### src/inc/dspwu_pkg.sv
// dspwu_pkg: constants, types and decode helpers for the dual-slope pwm waveform unit
// assumes a 32-bit apb slave with word-aligned registers and a single pclk domain
package dspwu_pkg;

  // ==========================================================================
  // register map (byte addresses)
  // ==========================================================================
  localparam logic [7:0] DSPWU_OFS_CTRL    = 8'h00;
  localparam logic [7:0] DSPWU_OFS_CMP_A   = 8'h04;
  localparam logic [7:0] DSPWU_OFS_CMP_B   = 8'h08;
  localparam logic [7:0] DSPWU_OFS_CMP_C   = 8'h0C;
  localparam logic [7:0] DSPWU_OFS_CAPTOP  = 8'h10;
  localparam logic [7:0] DSPWU_OFS_COUNT   = 8'h14;
  localparam logic [7:0] DSPWU_OFS_FLAGS   = 8'h18;
  localparam int         DSPWU_ADDR_W      = 8;
  localparam int         DSPWU_CMP_OFS_LSB = 2;  // paddr[7:2] holds channel index plus one

  // ==========================================================================
  // field layout
  // ==========================================================================
  localparam int DSPWU_NCH        = 3;
  localparam int DSPWU_CTRL_W     = 16;
  localparam int DSPWU_FLAG_OVF   = 0;
  localparam int DSPWU_FLAG_CAP   = 1;
  localparam int DSPWU_FLAG_MATCH = 2;   // bits 4:2, channel a..c
  localparam int DSPWU_FLAGS_W    = 5;

  localparam logic [DSPWU_CTRL_W-1:0] DSPWU_CTRL_RESET = 16'h0000;
  localparam logic [15:0]             DSPWU_CMP_RESET  = 16'h0000;
  localparam logic [15:0]             DSPWU_CAP_RESET  = 16'h0000;

  // control register, packed from bit 15 down to bit 0
  typedef struct packed {
    logic [2:0] pin_direction_bit;     // 15:13 one per channel, 1 = output
    logic [2:0] clock_select;          // 12:10 prescaler choice
    logic [1:0] compare_output_mode_c; // 9:8
    logic [1:0] compare_output_mode_b; // 7:6
    logic [1:0] compare_output_mode_a; // 5:4
    logic [3:0] waveform_mode_select;  // 3:0
  } dspwu_ctrl_t;

  // ==========================================================================
  // counting limits and compare output modes
  // ==========================================================================
  localparam logic [15:0] DSPWU_BOTTOM   = 16'h0000;
  localparam logic [15:0] DSPWU_ONE      = 16'h0001;
  localparam logic [15:0] DSPWU_MAX      = 16'hFFFF;
  localparam logic [15:0] DSPWU_TOP_8B   = 16'h00FF;
  localparam logic [15:0] DSPWU_TOP_9B   = 16'h01FF;
  localparam logic [15:0] DSPWU_TOP_10B  = 16'h03FF;
  localparam logic [1:0]  DSPWU_COM_OFF  = 2'h0;
  localparam logic [1:0]  DSPWU_COM_TGL  = 2'h1;
  localparam logic [1:0]  DSPWU_COM_NINV = 2'h2;

  // ==========================================================================
  // prescaler selections and divider masks
  // ==========================================================================
  localparam logic [2:0] DSPWU_CS_DIV1    = 3'h1;
  localparam logic [2:0] DSPWU_CS_DIV8    = 3'h2;
  localparam logic [2:0] DSPWU_CS_DIV64   = 3'h3;
  localparam logic [2:0] DSPWU_CS_DIV256  = 3'h4;
  localparam logic [2:0] DSPWU_CS_DIV1024 = 3'h5;
  localparam int         DSPWU_PRE_W      = 10;
  localparam logic [9:0] DSPWU_MSK_8      = 10'h007;
  localparam logic [9:0] DSPWU_MSK_64     = 10'h03F;
  localparam logic [9:0] DSPWU_MSK_256    = 10'h0FF;
  localparam logic [9:0] DSPWU_MSK_1024   = 10'h3FF;

  // ==========================================================================
  // waveform mode classes
  // ==========================================================================
  typedef enum logic [1:0] {
    DSPWU_CLS_NORMAL = 2'b00,
    DSPWU_CLS_PC     = 2'b01,
    DSPWU_CLS_PFC    = 2'b10,
    DSPWU_CLS_FAST   = 2'b11
  } dspwu_cls_t;

  // which top source a mode uses
  typedef enum logic [1:0] {
    DSPWU_TOP_FIXED = 2'b00,
    DSPWU_TOP_CAP   = 2'b01,
    DSPWU_TOP_CMPA  = 2'b10,
    DSPWU_TOP_FULL  = 2'b11
  } dspwu_topsrc_t;

  function automatic dspwu_cls_t dspwu_class(input logic [3:0] m);
    case (m)
      4'h1, 4'h2, 4'h3, 4'hA, 4'hB: dspwu_class = DSPWU_CLS_PC;
      4'h8, 4'h9:                   dspwu_class = DSPWU_CLS_PFC;
      4'h5, 4'h6, 4'h7, 4'hE, 4'hF: dspwu_class = DSPWU_CLS_FAST;
      default:                      dspwu_class = DSPWU_CLS_NORMAL;
    endcase
  endfunction

  function automatic dspwu_topsrc_t dspwu_topsrc(input logic [3:0] m);
    case (m)
      4'h1, 4'h2, 4'h3, 4'h5, 4'h6, 4'h7: dspwu_topsrc = DSPWU_TOP_FIXED;
      4'h8, 4'hA, 4'hE:                   dspwu_topsrc = DSPWU_TOP_CAP;
      4'h9, 4'hB, 4'hF:                   dspwu_topsrc = DSPWU_TOP_CMPA;
      default:                            dspwu_topsrc = DSPWU_TOP_FULL;
    endcase
  endfunction

  // fixed resolution mask, also the fixed top value
  function automatic logic [15:0] dspwu_fixed_top(input logic [3:0] m);
    case (m)
      4'h1, 4'h5: dspwu_fixed_top = DSPWU_TOP_8B;
      4'h2, 4'h6: dspwu_fixed_top = DSPWU_TOP_9B;
      4'h3, 4'h7: dspwu_fixed_top = DSPWU_TOP_10B;
      default:    dspwu_fixed_top = DSPWU_MAX;
    endcase
  endfunction

endpackage

### src/hw/dspwu_core.sv
// dspwu_core: 16-bit timer with dual-slope and fast pwm waveform generation, apb slave
// assumes apb signals synchronous to pclk; pins resolved outside from pin_out and pin_oe_n
//
// Summary of operation
// - fast pwm: compare at bottom gives one-cycle spike, at top a constant level
// - fast pwm mode 15 with toggle mode: pin a toggles each match
// - modes 1,2,3,10,11 are phase correct: count up to top then down
// - phase correct top is 0xFF/0x1FF/0x3FF, capture value or compare a; top held once
// - dual-slope: mode 2 clears on up-match, sets on down-match; mode 3 inverse
// - phase correct: overflow at bottom; compare a or capture flag at top in modes 11 and 10
// - phase correct: compare values load from buffers at top
// - with fixed top, compare writes mask bits above the resolution
// - every compare match sets the channel's match flag
// - dual-slope non-inverting: compare at bottom is constant low, at top constant high; inverting opposite
// - phase correct mode 11 with toggle mode: pin a toggles each match
// - modes 8,9 are phase and frequency correct; top from capture or compare a
// - phase and frequency correct: load at bottom with overflow; top flag at top
// - phase and frequency correct mode 9 with toggle mode: pin a toggles
// - the pin shows the waveform only when its direction bit is output
// - timer clock is pclk divided by 1, 8, 64, 256 or 1024
// - modes 5,6,7,14,15 are fast pwm: count bottom to top, restart
// - fast pwm: non-inverting clears on match, sets at bottom; inverting opposite
//
// Decided for this implementation: the placing of the registers and the APB slave port.
`timescale 1ns/1ps

module dspwu_core
  import dspwu_pkg::*;
(
  input  wire logic                     pclk,
  input  wire logic                     presetn,
  input  wire logic                     psel,
  input  wire logic                     penable,
  input  wire logic                     pwrite,
  input  wire logic [DSPWU_ADDR_W-1:0]  paddr,
  input  wire logic [31:0]              pwdata,
  output logic      [31:0]              prdata,
  output logic                          pready,
  output logic                          pslverr,
  output logic      [DSPWU_NCH-1:0]     pin_out,
  output logic      [DSPWU_NCH-1:0]     pin_oe_n
);

  // ==========================================================================
  // declarations
  // ==========================================================================
  dspwu_ctrl_t                 ctrl;
  logic [15:0]                 cmp_buf    [DSPWU_NCH];
  logic [15:0]                 cmp_act    [DSPWU_NCH];
  logic [15:0]                 capture_top_value;
  logic [15:0]                 timer_count;
  logic                        count_up;
  logic [DSPWU_FLAGS_W-1:0]    flags;
  logic [DSPWU_NCH-1:0]        oc;
  logic [DSPWU_PRE_W-1:0]      pre_cnt;
  logic                        tick;
  logic [15:0]                 top;
  dspwu_cls_t                  cls;
  dspwu_topsrc_t               tsrc;
  logic                        at_top;
  logic                        at_bottom;
  logic                        load_cmp;
  logic                        wr_en;
  logic                        rd_setup;
  logic                        addr_ok;
  logic [DSPWU_NCH-1:0]        match;
  logic [DSPWU_NCH-1:0]        wr_cmp;
  logic [DSPWU_FLAGS_W-1:0]    flag_set;
  logic [DSPWU_FLAGS_W-1:0]    flag_clr;
  logic [15:0]                 next_count;
  logic                        next_up;
  logic [1:0]                  com        [DSPWU_NCH];

  assign cls  = dspwu_class(ctrl.waveform_mode_select);
  assign tsrc = dspwu_topsrc(ctrl.waveform_mode_select);
  assign com[0] = ctrl.compare_output_mode_a;
  assign com[1] = ctrl.compare_output_mode_b;
  assign com[2] = ctrl.compare_output_mode_c;

  // ==========================================================================
  // apb slave
  // ==========================================================================
  function automatic logic dspwu_mapped(input logic [DSPWU_ADDR_W-1:0] a);
    case (a)
      DSPWU_OFS_CTRL, DSPWU_OFS_CMP_A, DSPWU_OFS_CMP_B, DSPWU_OFS_CMP_C,
      DSPWU_OFS_CAPTOP, DSPWU_OFS_COUNT, DSPWU_OFS_FLAGS: dspwu_mapped = 1'b1;
      default:                                            dspwu_mapped = 1'b0;
    endcase
  endfunction

  // zero wait state: read data is captured in the setup cycle
  assign addr_ok  = dspwu_mapped(paddr);
  assign pready   = 1'b1;
  assign pslverr  = psel & penable & ~addr_ok;
  assign wr_en    = psel & penable & pwrite & addr_ok;
  assign rd_setup = psel & ~penable & ~pwrite;

  // read data register
  always_ff @(posedge pclk or negedge presetn) begin
    if (!presetn) begin
      prdata <= 32'h00000000;
    end else if (rd_setup) begin
      case (paddr)
        DSPWU_OFS_CTRL:   prdata <= {16'h0000, ctrl};
        DSPWU_OFS_CMP_A:  prdata <= {16'h0000, cmp_buf[0]};
        DSPWU_OFS_CMP_B:  prdata <= {16'h0000, cmp_buf[1]};
        DSPWU_OFS_CMP_C:  prdata <= {16'h0000, cmp_buf[2]};
        DSPWU_OFS_CAPTOP: prdata <= {16'h0000, capture_top_value};
        DSPWU_OFS_COUNT:  prdata <= {16'h0000, timer_count};
        DSPWU_OFS_FLAGS:  prdata <= {27'h0000000, flags};
        default:          prdata <= 32'h00000000;
      endcase
    end
  end

  // control register
  always_ff @(posedge pclk or negedge presetn) begin
    if (!presetn) begin
      ctrl <= DSPWU_CTRL_RESET;
    end else if (wr_en && paddr == DSPWU_OFS_CTRL) begin
      ctrl <= pwdata[DSPWU_CTRL_W-1:0];
    end
  end

  // capture top value, not double buffered
  always_ff @(posedge pclk or negedge presetn) begin
    if (!presetn) begin
      capture_top_value <= DSPWU_CAP_RESET;
    end else if (wr_en && paddr == DSPWU_OFS_CAPTOP) begin
      capture_top_value <= pwdata[15:0];
    end
  end

  // ==========================================================================
  // prescaler
  // ==========================================================================
  function automatic logic dspwu_tick(input logic [2:0] sel, input logic [9:0] p);
    case (sel)
      DSPWU_CS_DIV1:    dspwu_tick = 1'b1;
      DSPWU_CS_DIV8:    dspwu_tick = (p & DSPWU_MSK_8) == '0;
      DSPWU_CS_DIV64:   dspwu_tick = (p & DSPWU_MSK_64) == '0;
      DSPWU_CS_DIV256:  dspwu_tick = (p & DSPWU_MSK_256) == '0;
      DSPWU_CS_DIV1024: dspwu_tick = (p & DSPWU_MSK_1024) == '0;
      default:          dspwu_tick = 1'b0;
    endcase
  endfunction

  // free-running divider, one tick pulse per timer cycle
  always_ff @(posedge pclk or negedge presetn) begin
    if (!presetn) begin
      pre_cnt <= '0;
    end else begin
      pre_cnt <= pre_cnt + 1'b1;
    end
  end

  assign tick = dspwu_tick(ctrl.clock_select, pre_cnt);

  // ==========================================================================
  // top selection and counter
  // ==========================================================================
  // top per mode: fixed, capture value, active compare a, else DSPWU_MAX
  always_comb begin
    case (tsrc)
      DSPWU_TOP_FIXED: top = dspwu_fixed_top(ctrl.waveform_mode_select);
      DSPWU_TOP_CAP:   top = capture_top_value;
      DSPWU_TOP_CMPA:  top = cmp_act[0];
      default:         top = DSPWU_MAX;
    endcase
  end

  assign at_top    = timer_count == top;
  assign at_bottom = timer_count == DSPWU_BOTTOM;

  // next count and direction
  always_comb begin
    next_count = timer_count + DSPWU_ONE;
    next_up    = 1'b1;
    case (cls)
      DSPWU_CLS_PC, DSPWU_CLS_PFC: begin
        // dual slope: top and bottom each last one timer cycle
        if (at_top) begin
          next_up    = 1'b0;
          next_count = timer_count - DSPWU_ONE;
        end else if (at_bottom) begin
          next_up    = 1'b1;
          next_count = DSPWU_ONE;
        end else begin
          next_up    = count_up;
          next_count = count_up ? timer_count + DSPWU_ONE : timer_count - DSPWU_ONE;
        end
      end
      DSPWU_CLS_FAST: begin
        next_count = at_top ? DSPWU_BOTTOM : timer_count + DSPWU_ONE;
      end
      default: begin
        next_count = timer_count + DSPWU_ONE;
      end
    endcase
  end

  // timer count and direction advance on the tick only
  always_ff @(posedge pclk or negedge presetn) begin
    if (!presetn) begin
      timer_count <= DSPWU_BOTTOM;
      count_up    <= 1'b1;
    end else if (tick) begin
      timer_count <= next_count;
      count_up    <= next_up;
    end
  end

  // ==========================================================================
  // compare buffers
  // ==========================================================================
  // update point: top for phase correct and fast, bottom for frequency correct
  always_comb begin
    case (cls)
      DSPWU_CLS_PC:   load_cmp = tick & at_top;
      DSPWU_CLS_PFC:  load_cmp = tick & at_bottom;
      DSPWU_CLS_FAST: load_cmp = tick & at_top;
      default:        load_cmp = 1'b1;             // unbuffered outside pwm
    endcase
  end

  genvar gi;
  generate
    for (gi = 0; gi < DSPWU_NCH; gi++) begin : g_ch
      assign wr_cmp[gi] = wr_en && paddr[DSPWU_ADDR_W-1:DSPWU_CMP_OFS_LSB]
                          == DSPWU_OFS_CMP_A[DSPWU_ADDR_W-1:DSPWU_CMP_OFS_LSB]
                             + (DSPWU_ADDR_W-DSPWU_CMP_OFS_LSB)'(gi);

      // write buffer, unused bits masked with a fixed top
      always_ff @(posedge pclk or negedge presetn) begin
        if (!presetn) begin
          cmp_buf[gi] <= DSPWU_CMP_RESET;
        end else if (wr_cmp[gi]) begin
          cmp_buf[gi] <= pwdata[15:0] & dspwu_fixed_top(ctrl.waveform_mode_select);
        end
      end

      // active compare value
      always_ff @(posedge pclk or negedge presetn) begin
        if (!presetn) begin
          cmp_act[gi] <= DSPWU_CMP_RESET;
        end else if (load_cmp) begin
          cmp_act[gi] <= cmp_buf[gi];
        end
      end

      assign match[gi] = timer_count == cmp_act[gi];

      // compare output register
      always_ff @(posedge pclk or negedge presetn) begin
        if (!presetn) begin
          oc[gi] <= 1'b0;
        end else if (tick) begin
          if (com[gi] == DSPWU_COM_TGL) begin
            // toggle exists on channel a only, in modes with compare a as top
            if (gi == 0 && tsrc == DSPWU_TOP_CMPA && cls != DSPWU_CLS_NORMAL && match[gi]) begin
              oc[gi] <= ~oc[gi];
            end
          end else if (com[gi] != DSPWU_COM_OFF) begin
            case (cls)
              DSPWU_CLS_PC, DSPWU_CLS_PFC: begin
                // bottom counts as up-slope, top as down-slope
                if (match[gi]) begin
                  if (at_bottom || (count_up && !at_top)) begin
                    oc[gi] <= com[gi] != DSPWU_COM_NINV;
                  end else begin
                    oc[gi] <= com[gi] == DSPWU_COM_NINV;
                  end
                end
              end
              DSPWU_CLS_FAST: begin
                // wrap to bottom wins over a match at top
                if (at_top) begin
                  oc[gi] <= com[gi] == DSPWU_COM_NINV;
                end else if (match[gi]) begin
                  oc[gi] <= com[gi] != DSPWU_COM_NINV;
                end
              end
              default: begin
                oc[gi] <= oc[gi];
              end
            endcase
          end
        end
      end

      // pin drive: connected mode and direction bit both needed
      always_ff @(posedge pclk or negedge presetn) begin
        if (!presetn) begin
          pin_out[gi]  <= 1'b0;
          pin_oe_n[gi] <= 1'b1;
        end else begin
          pin_out[gi]  <= oc[gi];
          pin_oe_n[gi] <= ~(ctrl.pin_direction_bit[gi] && com[gi] != DSPWU_COM_OFF);
        end
      end
    end
  endgenerate

  // ==========================================================================
  // flags
  // ==========================================================================
  // hardware events for this timer cycle
  always_comb begin
    flag_set = '0;
    if (tick) begin
      flag_set[DSPWU_FLAG_MATCH +: DSPWU_NCH] = match;
      case (cls)
        DSPWU_CLS_PC, DSPWU_CLS_PFC: begin
          flag_set[DSPWU_FLAG_OVF] = at_bottom;
        end
        DSPWU_CLS_FAST: begin
          flag_set[DSPWU_FLAG_OVF] = at_top;
        end
        default: begin
          flag_set[DSPWU_FLAG_OVF] = timer_count == DSPWU_MAX;
        end
      endcase
      if (cls != DSPWU_CLS_NORMAL && at_top) begin
        if (tsrc == DSPWU_TOP_CAP) begin
          flag_set[DSPWU_FLAG_CAP] = 1'b1;
        end
        if (tsrc == DSPWU_TOP_CMPA) begin
          flag_set[DSPWU_FLAG_MATCH] = 1'b1;
        end
      end
    end
  end

  assign flag_clr = (wr_en && paddr == DSPWU_OFS_FLAGS) ? pwdata[DSPWU_FLAGS_W-1:0] : '0;

  // write one to clear; a set in the same cycle wins
  always_ff @(posedge pclk or negedge presetn) begin
    if (!presetn) begin
      flags <= '0;
    end else begin
      flags <= (flags & ~flag_clr) | flag_set;
    end
  end

endmodule // dspwu_core

### config.mk
export PLATFORM = sky130hd
export DESIGN_NAME = dspwu_core
export DESIGN_NICKNAME = d
export VERILOG_FILES = /design/src/inc/dspwu_pkg.sv /design/src/hw/dspwu_core.sv
export SDC_FILE = /design/constraint.sdc
export NUM_CORES = 1
export LEC_CHECK = 0
export BUFFER_PORTS_ARGS = -buffer_cell sky130_fd_sc_hd__buf_2
export CORE_MARGIN = 4
export CORE_UTILIZATION = 40
export CTS_CLUSTER_SIZE = 25
export DETAILED_ROUTE_END_ITERATION = 10
export GPL_TIMING_DRIVEN = 0
export SETUP_SLACK_MARGIN = 0.5
export SLEW_MARGIN = 20
export SYNTH_ARGS = -nofsm -noshare
export SYNTH_HDL_FRONTEND = slang
export SYNTH_SLANG_ARGS = --single-unit
### constraint.sdc
create_clock -name pclk -period 5.2 [get_ports pclk]
set_clock_uncertainty 0.15 [all_clocks]
set_input_delay 0.26 -clock pclk [delete_from_list [all_inputs] [get_ports pclk]]
set_output_delay 0.26 -clock pclk [all_outputs]
set_load 0.02 [all_outputs]
# == Word level (Yosys, flattened, before mapping) ==
# Memories as Yosys holds them, arrays and structs flattened.
# Index checks and enable logic that the tools add are counted.
# op_classes
bitwise_logic,23
n_reduce_logical,39
addsub,3
eq_ne,47
muxes,41
# ops
operator,n
$mux 16,7
$pmux 16 s7,1
$pmux 16 s3,2
$eq 16x16->1,4
$and 16x16->16,3
$logic_not 10->1,4
$pmux 16 s2,1
$eq 8x5->1 const B,3
$mux 1,21
$reduce_and 6->1,3
$add 16x1->16 const B,1
$eq 16x16->1 const B,1
$eq 8x4->1 const B,2
$logic_not 16->1,1
$sub 16x1->16 const B,1
$logic_and 1x1->1,13
$eq 2x2->1 const B,6
$eq 4x3->1 const B,3
$eq 6x2->1 const B,2
$ne 3x3->1 const B,4
$reduce_bool 2->1,6
$add 10x1->10 const B,1
$eq 2x1->1 const B,5
$mux 5,2
other kinds (26),56
# totals
wordCells,182
ff_bits,201
inputBits,45
rom_bits,64
memories,2
# memory_table
name,words,word_bits,rd,rd_clocked_by_memory_dff,wr,line,text
(name not given),16,2,1,0,0,dspwu_pkg.sv:97,case (m)
(name not given),16,2,1,0,0,dspwu_pkg.sv:88,case (m)

# == Logic depth before layout (Yosys ltp) ==
# depth
ltp_word,13
mapped_depth,14
ltp_nobuf,10

# == Worst setup path after synthesis ==
# No wires, ideal clock.
# synth_timing
kind,reg2reg
startpoint,reg timer_count[1]
endpoint,reg cmp_act[26] in the netlist's numbering
arrival_time_ps,2989
t_required_ps,4923
slack_ps,1934
path_buffers,3
period_less_slack_ps,3266
stages_incl_launch_ff,14
cell_sequence,dfrtp_1 clkbuf_1 inv_1 ha_1 nand3_1 or3_1 or3_1 nor4_2 nand2_1 o21a_1 o21ai_2 buf_6 buf_8 mux2_1
# synth_between
elab_chain_cells,3
# synth_rtl
element,line,text
from (decl),dspwu_core.sv:51,logic [15:0] timer_count;
from (signal assigned),dspwu_core.sv:208,timer_count <= next_count;
$eq 16x16->1 or $logic_not 16->1 (tied branches),"dspwu_core.sv:172, dspwu_core.sv:173",
"$and 1x1->1, on equally long branches","dspwu_core.sv:219, dspwu_core.sv:221, dspwu_core.sv:220",
$pmux 1 s2 (*),dspwu_core.sv:218,case (cls)
"to (signal, indexed assignment)",dspwu_core.sv:247,cmp_act[gi] <= cmp_buf[gi];
to (decl),dspwu_core.sv:49,logic [15:0] cmp_act [DSPWU_NCH];
# Mark *: on every way between the ends. The rest lies on a longest branch, timed or not.
# A chain may end at the register's enable or synchronous reset.

# == Worst setup path after layout ==
# layout_timing
startpoint,reg timer_count[1]
endpoint,reg timer_count[14]
# layout_between
elab_chain_cells,5
# layout_rtl
element,line,text
$sub 16x1->16 or $add 16x1->16 (tied branches),-,
$mux 16,dspwu_core.sv:190,next_count = count_up ? timer_count + DSPWU_ONE : timer_count - DSPWU_ONE;
$mux 16,dspwu_core.sv:185,end else if (at_bottom) begin
$mux 16,dspwu_core.sv:182,if (at_top) begin
$pmux 16 s2 (*),dspwu_core.sv:179,case (cls)
# Marks and branches as above.

==> out/results.ini <==
[global_routing]
grt_pass1_wl_um = 46000
grt_util_all_layers_pct = 22.5
first_global_vias = 7722
grt_max_degree = 85
grt_overflow = 0
antenna_found_initial = 0

[logic_synthesis]
synth_cells = 930
synth_most_common_cell = dfrtp_1
synth_area_leaders = dfrtp_1 46%, mux2_2 10%, xnor2_1 5.8%, nand2_1 2.7%, a222oi_1 2.6%
yosysUniqueCellTypes = 68
ys.flop_type = dfrtp_1
synth_common_cells = 181 x dfrtp_1, 92 x mux2_2, 70 x nand2_1
async_flop_share_pct = 100
avgSynthCellArea_um2 = 10.6
ys_ff_latch = 185
synth_top_area_share_pct = 45.8
syn_area_um2 = 9890
synth_area_leader_cell = dfrtp_1
synth_edf_count = 0
yosysSeqAreaShare_pct = 46.9
yosysWarningCount = 0

[critical_path]
startpoint = timer_count[1]
endpoint = timer_count[14]
start_kind = register
r2r_cells = 12
cp_max_fo = 10
r2r_slack_ps = 970
cp-end-kind = register
r2r_end = timer_count[14]
critPathArrivalTime_ps = 4410
criticalPathCategory = register to register
reg2reg_from = timer_count[1]
critical_path_required_ps = 5380

[route]
ant_nets = 0
routed_wl_um = 30100
route.detailed.drc = 0
top_layer = met4
met3_length_um = 1570
wire_per_inst_um = 22.0
drt-initial-drc-count = 711
vias = 7880
routedLengthMet1_um = 13200
via_per_inst = 5.75
first_pass_iters = 8
wl_met2_um = 14500

[cells_and_area]
nNetsFinal = 1084
drive_above_1_share_pct = 21.4
n_antenna_cell = 0
fin_util_pct = 47.0
area_delta_synth_final_pct = 15.5

[pwr]
leakage_nw = 5.10
fin_total_pwr_mw = 2.93
powerDensity_nw_per_um2 = 256
peakVddDrop_mv = 0.211

[sta]
grt_setup_unrepaired = no
hold_viol = 0
slew_viol_final = 0
relSlewSlack_pct = 28.4
fin_crit_ps = 4230
finalSetupTns_ps = 0
fmax_ghz = 0.237
worst_pin_slew_ps = 1060
setup_ws_ps = 972
timing.final.crit_share_pct = 81.3
setup_viol = 0
whs_ps = 32.3

[floorplan]
fp-row-count = 57
start_util_pct = 40.7
dieWidth_um = 165
die_area_um2 = 27300
ios = 85
die_h_um = 165
coreArea_um2 = 24300

[placed_design]
port_buffers = 51
pre_cts_ws_ps = 1010
gp_congestion = 0.904
dp_hpwl_um = 22000

[clocking]
cts_resized = 0
clk_latency_ps = 440
cts_tree = done
cts-root-buf = clkbuf_16
clockBufferDepth = 2
clk_pin_slew_ps = 80
cts_buffers = 17
numClockSinks = 185
htree_levels = 4

[worst_hold_path]
worstHoldPathType = input port to register

[run]
drv_cap = 0

[status]
status = finished, final reports clean

[layout make-up]
type / count / area [µm²]
Buffer: 81 / 422
Clock buffer: 18 / 439
Clock inverter: 14 / 135
Fill cell: 2234 / 12900
Inverter: 22 / 82.6
Multi-Input combinational cell: 657 / 4830
Sequential cell: 185 / 4630
Tap cell: 324 / 405
Timing Repair Buffer: 69 / 475
[placed cells by master, fill, tap and decap left out, types with 9 or more instances in the layout]
cell type / count
dfrtp_1: 181
mux2_2: 92
nand2_1: 70
xnor2_1: 65
buf_2: 57
o21ai_0: 49
nor2_1: 44
clkbuf_1: 42
nand3_1: 26
a222oi_1: 26
inv_1: 22
mux2_1: 21
a21oi_1: 20
buf_4: 19
nand4_1: 18
conb_1: 17
clkbuf_16: 17
o21a_1: 15
dlygate4sd3_1: 15
nor3_1: 11
or3_1: 11
and3_1: 11
a22o_1: 10
mux2i_1: 10
buf_1: 9
xor2_1: 9
[per-layer routing]
metal | vias to the layer above | GRT usage, %
li1 | 3602 | -
met1 | 3952 | 30.4
met2 | 271 | 36.6
met3 | 55 | 3.35
met4 | 0 | 8.62
met5 | - | 0
[state kept, by name, indices dropped and copies added, names as in the netlist]
signal,cells
cmp_buf,48
cmp_act,48
com,6
oc,3
timer_count,16
capture_top_value,16
pin_out,3
pre_cnt,10
prdata,16
pin_oe_n,3
count_up,1
flags,5
ctrl,10
[how the worst min path moves through the flow]
| stage | startpoint | end | cells after the start |
|---|---|---|---|
| finish | pwdata[2] | cmp_buf[2] | 2 |
| global route | pwdata[2] | cmp_buf[2] | 2 |
| CTS | pwdata[2] | cmp_buf[2] | 2 |
| detailed placement | presetn | pre_cnt[4] | 1 |
| global placement | oc[2] | pin_out[2] | 0 |
| floorplan | presetn | capture_top_value[0] | 0 |
[kinds of logic after synthesis]
group	synth area share, %
other	0.0759
AOI/OAI and AO/OA	13.7
xor gates and xnor gates	6.55
buffers and inverters	5.10
adders and majority gates	0.759
muxes	13.9
and+or+nand+nor	13.1
DFF	46.9
[repair_timing]
action,in CTS,in global routing
hold endpoints to repair,161,0
hold buffers,15,0
setup endpoints to repair,0,0
setup buffers,0,0
[critical path, cell delays in order (launching register included)]
cell	delay, ps
dfrtp_1	410
clkbuf_1	330
inv_1	170
ha_1	250
nand3_1	140
or3_1	380
or3_1	400
nor4_2	500
o21ai_0	260
a21oi_1	390
buf_2	310
o21ai_0	120
a211o_1	310
[metrics by stage]
stage                     cell area, µm²  instances
final                              11400       1370
after floorplan                     9950        945
after global routing               11400       1370
after global placement             10600       1320
after detailed placement           10700       1323
after CTS                          11400       1370
[power by group]
group | internal, mW | switching (mW) | total, mW
Clock | 0.646 | 0.632 | 1.28
Sequential | 1.46 | 0.0119 | 1.47
Combinational | 0.0629 | 0.114 | 0.177
Total | 2.17 | 0.758 | 2.93
Note: power is estimated with default switching activity, not from simulation.
